## config.mk

```make
export PLATFORM = sky130hd
export DESIGN_NAME = extended_rotate_sub_skip_unit
export DESIGN_NICKNAME = d
export VERILOG_FILES = /design/src/hdl/ext_exec_pkg.sv /design/src/hdl/extended_rotate_sub_skip_unit.sv
export VERILOG_INCLUDE_DIRS = /design/src /design/src/hdl
export SDC_FILE = /design/constraint.sdc
export NUM_CORES = 2
export LEC_CHECK = 0
export BUFFER_PORTS_ARGS = -buffer_cell sky130_fd_sc_hd__buf_2
export CORE_MARGIN = 5
export CORE_UTILIZATION = 36
export DETAILED_ROUTE_END_ITERATION = 8
export SLEW_MARGIN = 40
export SYNTH_ARGS = -nofsm -noshare
export SYNTH_HDL_FRONTEND = slang
export SYNTH_SLANG_ARGS = --single-unit
```

## constraint.sdc

```tcl
create_clock -name clk -period 10.8 [get_ports clk]
set_input_delay 0 -clock clk [delete_from_list [all_inputs] [get_ports clk]]
set_output_delay 0 -clock clk [all_outputs]
set_load 0.01 [all_outputs]
```

## src/hdl/ext_exec_map.svh

```systemverilog
/*
 * Register offsets, field positions, widths and reset values of the
 * extended rotate / subtract / skip execution unit.
 * Assumes a byte-addressed Avalon-MM slave with 32-bit data words.
 */
`ifndef EXT_EXEC_MAP_SVH
`define EXT_EXEC_MAP_SVH

// Byte offsets of the control words
`define XR_OFS_CMD        12'h000
`define XR_OFS_ACC        12'h004
`define XR_OFS_FLAGS      12'h008
`define XR_OFS_STATUS     12'h00C
// Data memory window: bit 11 set, byte index in address bits 9..2
`define XR_MEM_SEL_BIT    11
`define XR_MEM_IDX_LSB    2
// Command word fields
`define XR_CMD_OP_LSB     0
`define XR_CMD_OP_MSB     4
`define XR_CMD_BIT_LSB    5
`define XR_CMD_BIT_MSB    7
`define XR_CMD_ADR_LSB    8
`define XR_CMD_ADR_MSB    15
// Status word fields
`define XR_STS_BUSY       0
`define XR_STS_SKIP       1
// Widths of the visible words
`define XR_FLAGS_W        6
`define XR_STS_W          2
// Reset values and fixed byte constants
`define XR_ACC_RST        8'h00
`define XR_FLAGS_RST      6'h00
`define XR_MEM_RST        8'h00
`define XR_ALL_ONES       8'hFF
`define XR_ZERO_BYTE      8'h00
`define XR_ONE_BYTE       8'h01

`endif

```

## src/hdl/ext_exec_pkg.sv

```systemverilog
/*
 * Types of the extended rotate / subtract / skip execution unit.
 * Assumes ext_exec_map.svh for all numeric constants.
 */
package ext_exec_pkg;

	// Operations carried out by the unit
	typedef enum logic [4:0] {
		or_into_memory_ext,
		rotate_left_ext,
		rotate_left_to_acc_ext,
		rotate_left_thru_carry_ext,
		rotate_left_thru_carry_to_acc_ext,
		rotate_right_ext,
		rotate_right_to_acc_ext,
		rotate_right_thru_carry_ext,
		rotate_right_thru_carry_to_acc_ext,
		subtract_borrow_ext,
		subtract_borrow_to_mem_ext,
		decrement_skip_zero_ext,
		decrement_skip_zero_to_acc_ext,
		set_ones_ext,
		set_bit_ext,
		increment_skip_zero_ext,
		increment_skip_zero_to_acc_ext,
		skip_bit_nonzero_ext,
		skip_nonzero_ext,
		subtract_ext,
		subtract_to_mem_ext,
		nibble_exchange_ext,
		nibble_exchange_to_acc_ext
	} op_e;

	// Instruction sequencing
	typedef enum logic [1:0] {
		S_IDLE,
		S_FETCH,
		S_EXEC,
		S_DUMMY
	} state_e;

	// Status flags, carry in bit 0
	typedef struct packed {
		logic borrowChainNil;
		logic signedResult;
		logic signedRange;
		logic zero;
		logic halfByteCarry;
		logic carry;
	} flags_s;

	// One issued instruction
	typedef struct packed {
		logic [7:0] addr;
		logic [2:0] bitSel;
		op_e        op;
	} cmd_s;

	// Register decode result
	typedef enum logic [2:0] {
		R_CMD,
		R_ACC,
		R_FLAGS,
		R_STATUS,
		R_MEM,
		R_NONE
	} reg_e;

endpackage

```

## src/hdl/extended_rotate_sub_skip_unit.sv

```systemverilog
/*
 * Execution datapath for the extended OR-to-memory, rotate, subtract,
 * decrement/increment-skip, set, non-zero-skip and nibble-swap operations,
 * with its own flat data memory, working register and flags, all reached
 * over an Avalon-MM slave with waitrequest.
 * Assumes one 50 MHz clock, synchronous active-low reset, and a master that
 * holds each request until it sees waitrequest low.
 */
// Decided for this implementation: the Avalon-MM register port and the register addresses.
`timescale 1ns/1ps
`include "ext_exec_map.svh"

module extended_rotate_sub_skip_unit
	import ext_exec_pkg::*;
#(
	parameter int ADDR_W = 8               // Data memory index width, at most 8
) (
	input  wire logic        clk,
	input  wire logic        resetn,
	input  wire logic [11:0] address,
	input  wire logic        read,
	input  wire logic        write,
	input  wire logic [31:0] writedata,
	input  wire logic [3:0]  byteenable,
	output logic [31:0]      readdata,
	output logic             waitrequest,
	output logic             instrDone,
	output logic             skipTaken
);

	localparam int DEPTH = 1 << ADDR_W;

	// Architectural state
	logic [7:0]        mem_reg [DEPTH];    // Flat data memory, all sections
	logic [7:0]        acc_reg;            // Working register
	flags_s            flags_reg;          // Status flags
	cmd_s              cmd_reg;            // Instruction being executed
	state_e            state_reg;          // Sequencer state
	logic [7:0]        opnd_reg;           // Memory operand latched at fetch
	logic              lastSkip_reg;       // Last instruction skipped
	logic              rdValid_reg;        // Read data standing on the bus
	logic [31:0]       rdData_reg;         // Registered read data
	logic              done_reg;           // Completion pulse
	logic              skipPulse_reg;      // Skip pulse to the sequencer

	// Execution results
	logic [7:0]        res_next;           // Result byte
	flags_s            flags_next;         // Flags after the operation
	logic              toMem;              // Result goes to memory
	logic              toAcc;              // Result goes to the accumulator
	logic              skipNow;            // Next instruction is to be skipped
	logic [8:0]        diff;               // Byte difference with borrow out
	logic [4:0]        half;               // Low nibble difference
	logic              borrowIn;           // Inverted carry for borrow forms
	logic              isBorrowOp;         // Borrow subtract selected

	// Bus decode
	reg_e              sel;                // Register addressed by the bus
	logic [ADDR_W-1:0] busIdx;             // Memory index from the bus
	logic [ADDR_W-1:0] cmdIdx;             // Memory index of the instruction
	logic              busy;               // Instruction in flight
	logic              wrTaken;            // Write accepted this cycle
	logic              rdTaken;            // Read data captured this cycle

	// Map a bus address onto a register
	function automatic reg_e decodeReg(input logic [11:0] a);
		reg_e r;
		r = R_NONE;
		if (a[`XR_MEM_SEL_BIT]) begin
			r = R_MEM;
		end else begin
			case (a)
				`XR_OFS_CMD:    r = R_CMD;
				`XR_OFS_ACC:    r = R_ACC;
				`XR_OFS_FLAGS:  r = R_FLAGS;
				`XR_OFS_STATUS: r = R_STATUS;
				default:        r = R_NONE;
			endcase
		end
		return r;
	endfunction

	// One-hot mask of a selected bit
	function automatic logic [7:0] bitMask(input logic [2:0] b);
		return `XR_ONE_BYTE << b;
	endfunction

	assign sel    = decodeReg(address);
	assign busIdx = address[`XR_MEM_IDX_LSB +: ADDR_W];
	// Full linear index, so every section is reached without bank select
	// flat operand address
	assign cmdIdx = cmd_reg.addr[ADDR_W-1:0];
	assign busy   = (state_reg != S_IDLE);

	// Writes stall while busy so bus and datapath never collide
	assign waitrequest = (read && !rdValid_reg) || (write && busy);
	assign wrTaken     = write && !busy && byteenable[0];
	assign rdTaken     = read && !rdValid_reg;
	assign readdata    = rdData_reg;
	assign instrDone   = done_reg;
	assign skipTaken   = skipPulse_reg;

	// Operation datapath
	always_comb begin
		res_next   = opnd_reg;
		flags_next = flags_reg;
		toMem      = 1'b0;
		toAcc      = 1'b0;
		skipNow    = 1'b0;
		isBorrowOp = (cmd_reg.op == subtract_borrow_ext) || (cmd_reg.op == subtract_borrow_to_mem_ext);
		borrowIn   = isBorrowOp ? ~flags_reg.carry : 1'b0;
		diff       = {1'b0, acc_reg} - {1'b0, opnd_reg} - {8'h00, borrowIn};
		half       = {1'b0, acc_reg[3:0]} - {1'b0, opnd_reg[3:0]} - {4'h0, borrowIn};
		case (cmd_reg.op)
			or_into_memory_ext: begin
				res_next        = acc_reg | opnd_reg;
				flags_next.zero = (res_next == `XR_ZERO_BYTE);
				toMem           = 1'b1;
			end
			rotate_left_ext, rotate_left_to_acc_ext: begin
				res_next = {opnd_reg[6:0], opnd_reg[7]};
				toMem    = (cmd_reg.op == rotate_left_ext);
				toAcc    = (cmd_reg.op == rotate_left_to_acc_ext);
			end
			rotate_left_thru_carry_ext, rotate_left_thru_carry_to_acc_ext: begin
				res_next         = {opnd_reg[6:0], flags_reg.carry};
				flags_next.carry = opnd_reg[7];
				toMem            = (cmd_reg.op == rotate_left_thru_carry_ext);
				toAcc            = (cmd_reg.op == rotate_left_thru_carry_to_acc_ext);
			end
			rotate_right_ext, rotate_right_to_acc_ext: begin
				res_next = {opnd_reg[0], opnd_reg[7:1]};
				toMem    = (cmd_reg.op == rotate_right_ext);
				toAcc    = (cmd_reg.op == rotate_right_to_acc_ext);
			end
			rotate_right_thru_carry_ext, rotate_right_thru_carry_to_acc_ext: begin
				res_next         = {flags_reg.carry, opnd_reg[7:1]};
				flags_next.carry = opnd_reg[0];
				toMem            = (cmd_reg.op == rotate_right_thru_carry_ext);
				toAcc            = (cmd_reg.op == rotate_right_thru_carry_to_acc_ext);
			end
			subtract_borrow_ext, subtract_borrow_to_mem_ext, subtract_ext, subtract_to_mem_ext: begin
				res_next                 = diff[7:0];
				flags_next.carry         = ~diff[8];
				flags_next.halfByteCarry = ~half[4];
				flags_next.signedRange   = (acc_reg[7] ^ opnd_reg[7]) & (acc_reg[7] ^ diff[7]);
				flags_next.zero          = (diff[7:0] == `XR_ZERO_BYTE);
				flags_next.signedResult  = diff[7] ^ flags_next.signedRange;
				// Chained zero only survives a borrow chain that stayed zero
				flags_next.borrowChainNil = isBorrowOp ? (flags_next.zero & flags_reg.borrowChainNil)
				                                       : flags_next.zero;
				toMem = (cmd_reg.op == subtract_borrow_to_mem_ext) || (cmd_reg.op == subtract_to_mem_ext);
				toAcc = !toMem;
			end
			decrement_skip_zero_ext, decrement_skip_zero_to_acc_ext: begin
				res_next = opnd_reg - `XR_ONE_BYTE;
				skipNow  = (res_next == `XR_ZERO_BYTE);
				toMem    = (cmd_reg.op == decrement_skip_zero_ext);
				toAcc    = !toMem;
			end
			increment_skip_zero_ext, increment_skip_zero_to_acc_ext: begin
				res_next = opnd_reg + `XR_ONE_BYTE;
				skipNow  = (res_next == `XR_ZERO_BYTE);
				toMem    = (cmd_reg.op == increment_skip_zero_ext);
				toAcc    = !toMem;
			end
			set_ones_ext: begin
				res_next = `XR_ALL_ONES;
				toMem    = 1'b1;
			end
			set_bit_ext: begin
				res_next = opnd_reg | bitMask(cmd_reg.bitSel);
				toMem    = 1'b1;
			end
			skip_bit_nonzero_ext: begin
				skipNow = |(opnd_reg & bitMask(cmd_reg.bitSel));
			end
			skip_nonzero_ext: begin
				res_next = opnd_reg;
				skipNow  = (opnd_reg != `XR_ZERO_BYTE);
				toMem    = 1'b1;
			end
			nibble_exchange_ext, nibble_exchange_to_acc_ext: begin
				res_next = {opnd_reg[3:0], opnd_reg[7:4]};
				toMem    = (cmd_reg.op == nibble_exchange_ext);
				toAcc    = !toMem;
			end
			// Unassigned codes run as a no-op
			default: begin
				res_next = opnd_reg;
			end
		endcase
	end

	// Sequencer: fetch, execute, optional dummy
	always_ff @(posedge clk) begin
		if (!resetn) begin
			state_reg <= S_IDLE;
		end else begin
			case (state_reg)
				S_IDLE:  if (wrTaken && sel == R_CMD) state_reg <= S_FETCH;
				S_FETCH: state_reg <= S_EXEC;
				// dummy cycle for a taken skip
				S_EXEC:  state_reg <= skipNow ? S_DUMMY : S_IDLE;
				S_DUMMY: state_reg <= S_IDLE;
				default: state_reg <= S_IDLE;
			endcase
		end
	end

	// Command capture, only while idle
	always_ff @(posedge clk) begin
		if (!resetn) begin
			cmd_reg <= '0;
		end else if (wrTaken && sel == R_CMD) begin
			cmd_reg.op     <= op_e'(writedata[`XR_CMD_OP_MSB:`XR_CMD_OP_LSB]);
			cmd_reg.bitSel <= writedata[`XR_CMD_BIT_MSB:`XR_CMD_BIT_LSB];
			cmd_reg.addr   <= writedata[`XR_CMD_ADR_MSB:`XR_CMD_ADR_LSB];
		end
	end

	// Operand latch in the fetch cycle
	always_ff @(posedge clk) begin
		if (!resetn) begin
			opnd_reg <= `XR_ZERO_BYTE;
		end else if (state_reg == S_FETCH) begin
			opnd_reg <= mem_reg[cmdIdx];
		end
	end

	// Data memory: bus writes when idle, results in execute
	always_ff @(posedge clk) begin
		if (!resetn) begin
			for (int i = 0; i < DEPTH; i++) begin
				mem_reg[i] <= `XR_MEM_RST;
			end
		end else if (state_reg == S_EXEC && toMem) begin
			mem_reg[cmdIdx] <= res_next;
		end else if (wrTaken && sel == R_MEM) begin
			mem_reg[busIdx] <= writedata[7:0];
		end
	end

	// Working register
	always_ff @(posedge clk) begin
		if (!resetn) begin
			acc_reg <= `XR_ACC_RST;
		end else if (state_reg == S_EXEC && toAcc) begin
			acc_reg <= res_next;
		end else if (wrTaken && sel == R_ACC) begin
			acc_reg <= writedata[7:0];
		end
	end

	// Flags
	always_ff @(posedge clk) begin
		if (!resetn) begin
			flags_reg <= `XR_FLAGS_RST;
		end else if (state_reg == S_EXEC) begin
			flags_reg <= flags_next;
		end else if (wrTaken && sel == R_FLAGS) begin
			flags_reg <= writedata[`XR_FLAGS_W-1:0];
		end
	end

	// Skip record and sequencer pulses
	always_ff @(posedge clk) begin
		if (!resetn) begin
			lastSkip_reg  <= 1'b0;
			done_reg      <= 1'b0;
			skipPulse_reg <= 1'b0;
		end else begin
			skipPulse_reg <= (state_reg == S_EXEC) && skipNow;
			done_reg      <= (state_reg == S_EXEC && !skipNow) || (state_reg == S_DUMMY);
			if (state_reg == S_EXEC) begin
				lastSkip_reg <= skipNow;
			end else if (wrTaken && sel == R_CMD) begin
				lastSkip_reg <= 1'b0;
			end
		end
	end

	// Registered read path, one wait cycle per read
	always_ff @(posedge clk) begin
		if (!resetn) begin
			rdValid_reg <= 1'b0;
			rdData_reg  <= '0;
		end else begin
			rdValid_reg <= rdTaken;
			if (rdTaken) begin
				case (sel)
					R_CMD:    rdData_reg <= {16'h0000, cmd_reg.addr, cmd_reg.bitSel, cmd_reg.op};
					R_ACC:    rdData_reg <= {24'h000000, acc_reg};
					R_FLAGS:  rdData_reg <= {26'h0, flags_reg};
					R_STATUS: rdData_reg <= {30'h0, lastSkip_reg, busy};
					R_MEM:    rdData_reg <= {24'h000000, mem_reg[busIdx]};
					default:  rdData_reg <= '0;
				endcase
			end
		end
	end
endmodule

```

==> results.yml <==
floorplan:
  num_rows: 203
  coreArea_um2: 305000
  ios: 87
  die_h_um: 563
  chipWidth_um: 563
  dieArea_um2: 317000
  initial_core_util_pct: 36.1
global_route:
  grt_max_degree: 149
  grt_pass1_wl_mm: 543
  antenna_found_initial: 21
  grt_pass1_vias: 73316
  grt-ovfl-total: 0
  grtUsageTotal_pct: 23.7
sta:
  hold_ws_ns: 0.0642
  worst_pin_slew_ns: 0.952
  post-route-period-util_pct: 59.9
  fin_crit_ns: 6.47
  drv_slew: 0
  rsz0062_at_grt: "no"
  clock_skew_ns: 0.0421
  achievable-frequency_mhz: 155
  relSlewSlack_pct: 34.7
  setup_violations: 0
  tns_ns: 0
  final_hold_viol_count: 0
synthesis:
  synth-seq-area-share_pct: 56.9
  synth_cell_types: 72
  synth_edf_count: 2048
  yosysWarningCount: 0
  synth-async-reset-ratio_pct: 0
  postSynthCellCount: 7855
  avgSynthCellArea_um2: 14.0
  ys_ff_latch: 2108
  ys_dominant_reg_cell: "edfxtp_1"
  syn_area_um2: 110000
run_status:
  status: "completed"
layout:
  syn_to_final_growth_pct: 11.0
  largest_register_ffs: 2048
  multiInputGateArea_um2: 44600
  layout.cells.non_filler: 11977
  drive_gt1_share_pct: 22.7
  seqCellArea_um2: 62700
  post-route-util_pct: 40.0
  fillerInstances: 28257
  nets: 7772
critical_path:
  worstSetupPathType: "flip-flop to flip-flop"
  reg2regPathDepth: 14
  critPathMaxStageDelay_ns: 0.76
  crit_start: "cmd_reg[0]"
  cp_data_required_time_ns: 11.41
  setup.worst_path.start_class: "flip-flop"
  worstPathArrival_ns: 7.08
  critPathMaxFanout: 63
  crit-reg2reg-launch: "cmd_reg[0]"
  worstPathCellList: "xnor2_1 -> nor3_1 -> nand2b_1 -> fa_1 -> fa_1 -> o21a_1 -> nor2_1 -> xnor2_1 -> a221oi_1 -> o211ai_1 -> mux2i_4 -> buf_4 -> buf_4 -> nor2_1"
  worstReg2RegEnd: "mem_reg[4][4]"
  crit_path_end_kind: "flip-flop"
  worst_path_max_delay_cell: "dfxtp_1"
  ff2ff_setup_slack_ns: 4.33
pwr:
  peakVddDrop_v: 0.000129
  power.density_nw_per_um2: 149
  finalPower_uw: 18200
  leakage_uw: 0.0381
route:
  dr.pass1.iters: 6
  routedWlPerCell_um: 32.3
  drt_iter0_drc: 10421
  drc: 0
  routed_wl_mm: 387
  via_per_inst: 6.23
  num_vias: 74597
  ant_nets: 0
run:
  drv_cap: 0
clock_tree:
  clkLatencyLatePin_ns: 0.92
  cts_resized: 0
  hold_buffers: 54
  htreeDepth: 4
  cts_sinks: 2108
  cts_setup_buffers: 0
  tritoncts: "yes"
  root_buffer: "clkbuf_16"
  cts.path.max_buffers: 4
  clk_pin_slew_ns: 0.06
  numCtsBuffers: 224
placement:
  dpl.hpwl_mm: 256
  dpl.cell_count: 11505
  place.gp.congestion: 0.966
  port-buffer-count: 51
hold_path:
  hold_depth: 4
  min-delay-start: "writedata[3]"
  holdCritPathClass: "input pin to flip-flop"
  worstHoldEndpoint: "flags_reg[3]"
## Yosys cell counts, drive strengths merged (8+ instances only)
library cell / n / area share (%)
a22oi: 91 / 0.62
edfxtp: 2048 / 56
ha: 23 / 0.26
a22o: 11 / 0.087
o221ai: 24 / 0.19
and2: 13 / 0.074
a31oi: 26 / 0.15
or3: 8 / 0.045
nor2: 2167 / 7.4
mux2i: 187 / 1.7
nand2b: 26 / 0.15
and3: 14 / 0.079
a211oi: 36 / 0.25
xnor2: 14 / 0.11
o211ai: 15 / 0.10
o22ai: 58 / 0.33
nor3: 55 / 0.27
buf: 413 / 2.0
mux2: 15 / 0.15
inv: 39 / 0.13
dfxtp: 60 / 1.1
a2111oi: 9 / 0.072
a221oi: 18 / 0.14
nor2b: 32 / 0.18
o21ai: 72 / 0.33
nand2: 647 / 2.2
nor4: 19 / 0.11
clkbuf: 284 / 0.97
mux4: 1146 / 23
a21o: 8 / 0.055
a21oi: 94 / 0.43
nand3: 78 / 0.35
## worst max-delay path: cells and delay by family, from the launching register on
kind            cells  cell delay, ns
mux                 1            0.55
flops               1            0.76
buf+inv             2            1.44
simple gates        4            1.03
fa+ha+maj           2            0.89
compound gates      3            0.89
xor+xnor            2            0.51
## cell type report
class | instances | area share [%]
well taps | 4100 | 4.20
repair buffers | 296 | 2.29
multi-input cells | 5022 | 36.5
diodes | 10 | 0.0205
clock buffers | 265 | 4.75
flip-flops and latches | 2108 | 51.3
inverters | 43 | 0.132
clock inverters | 133 | 0.862
## cell families (layout without fill, tap and decap cells)
| kind of cell | count (synthesis) | count (layout) | synth area share [%] |
|---|---|---|---|
| AOI/OAI and AO/OA | 518 | 518 | 3.19 |
| xor gates and xnor gates | 17 | 17 | 0.135 |
| adders and majority gates | 25 | 25 | 0.298 |
| buffers and inverters | 740 | 737 | 3.08 |
| DFF | 2108 | 2108 | 56.9 |
| muxes | 1348 | 1348 | 25.3 |
| other | 1 | 26 | 0.00340 |
| and+or+nand+nor | 3098 | 3098 | 11.1 |
## per-stage QoR
stage / instance area, um^2 / worst slack (ns)
2_1_floorplan: 110000 / 6.82
3_5_place_dp: 114000 / 4.36
4_1_cts: 122000 / 4.37
6_report: 122000 / 4.33
5_1_grt: 122000 / 4.06
3_3_place_gp: 114000 / 4.27
## power by group
part	internal (uW)	total (uW)	switching (uW)
Combinational	495	1360	861
Clock	4190	7500	3320
Sequential	9210	9340	132
Total	13900	18200	4310
## worst max-delay path by stage
| stage | endpoint | slack (ns) | cells after the start |
|---|---|---|---|
| 2_1_floorplan | mem_reg[246][7] | 6.82 | 17 |
| 3_3_place_gp | mem_reg[209][7] | 4.27 | 16 |
| 3_5_place_dp | mem_reg[4][4] | 4.36 | 14 |
| 4_1_cts | mem_reg[17][4] | 4.37 | 14 |
| 5_1_grt | mem_reg[28][4] | 4.06 | 14 |
| 6_report | mem_reg[4][4] | 4.33 | 14 |
## cells in the final DEF (no fill, tap or decap), drive strengths merged, types with 78 or more instances in the layout
cell type / synthesis / final
nor2: 2167 / 2167
edfxtp: 2048 / 2048
mux4: 1146 / 1146
nand2: 647 / 647
clkbuf: 284 / 266
buf: 413 / 241
mux2i: 187 / 187
clkinv: 4 / 108
a21oi: 94 / 94
a22oi: 91 / 91
nand3: 78 / 78
## per-layer routing
layer  vias up  share of wire, %  GRT usage, %
met3       914                12          6.06
met1     38872                36          30.8
met2      4952                46          36.9
met5         -              0.11         0.467
li1      29841                 -             -
met4        18               6.1          12.0
No activity file was read; power rests on OpenSTA's default activity.
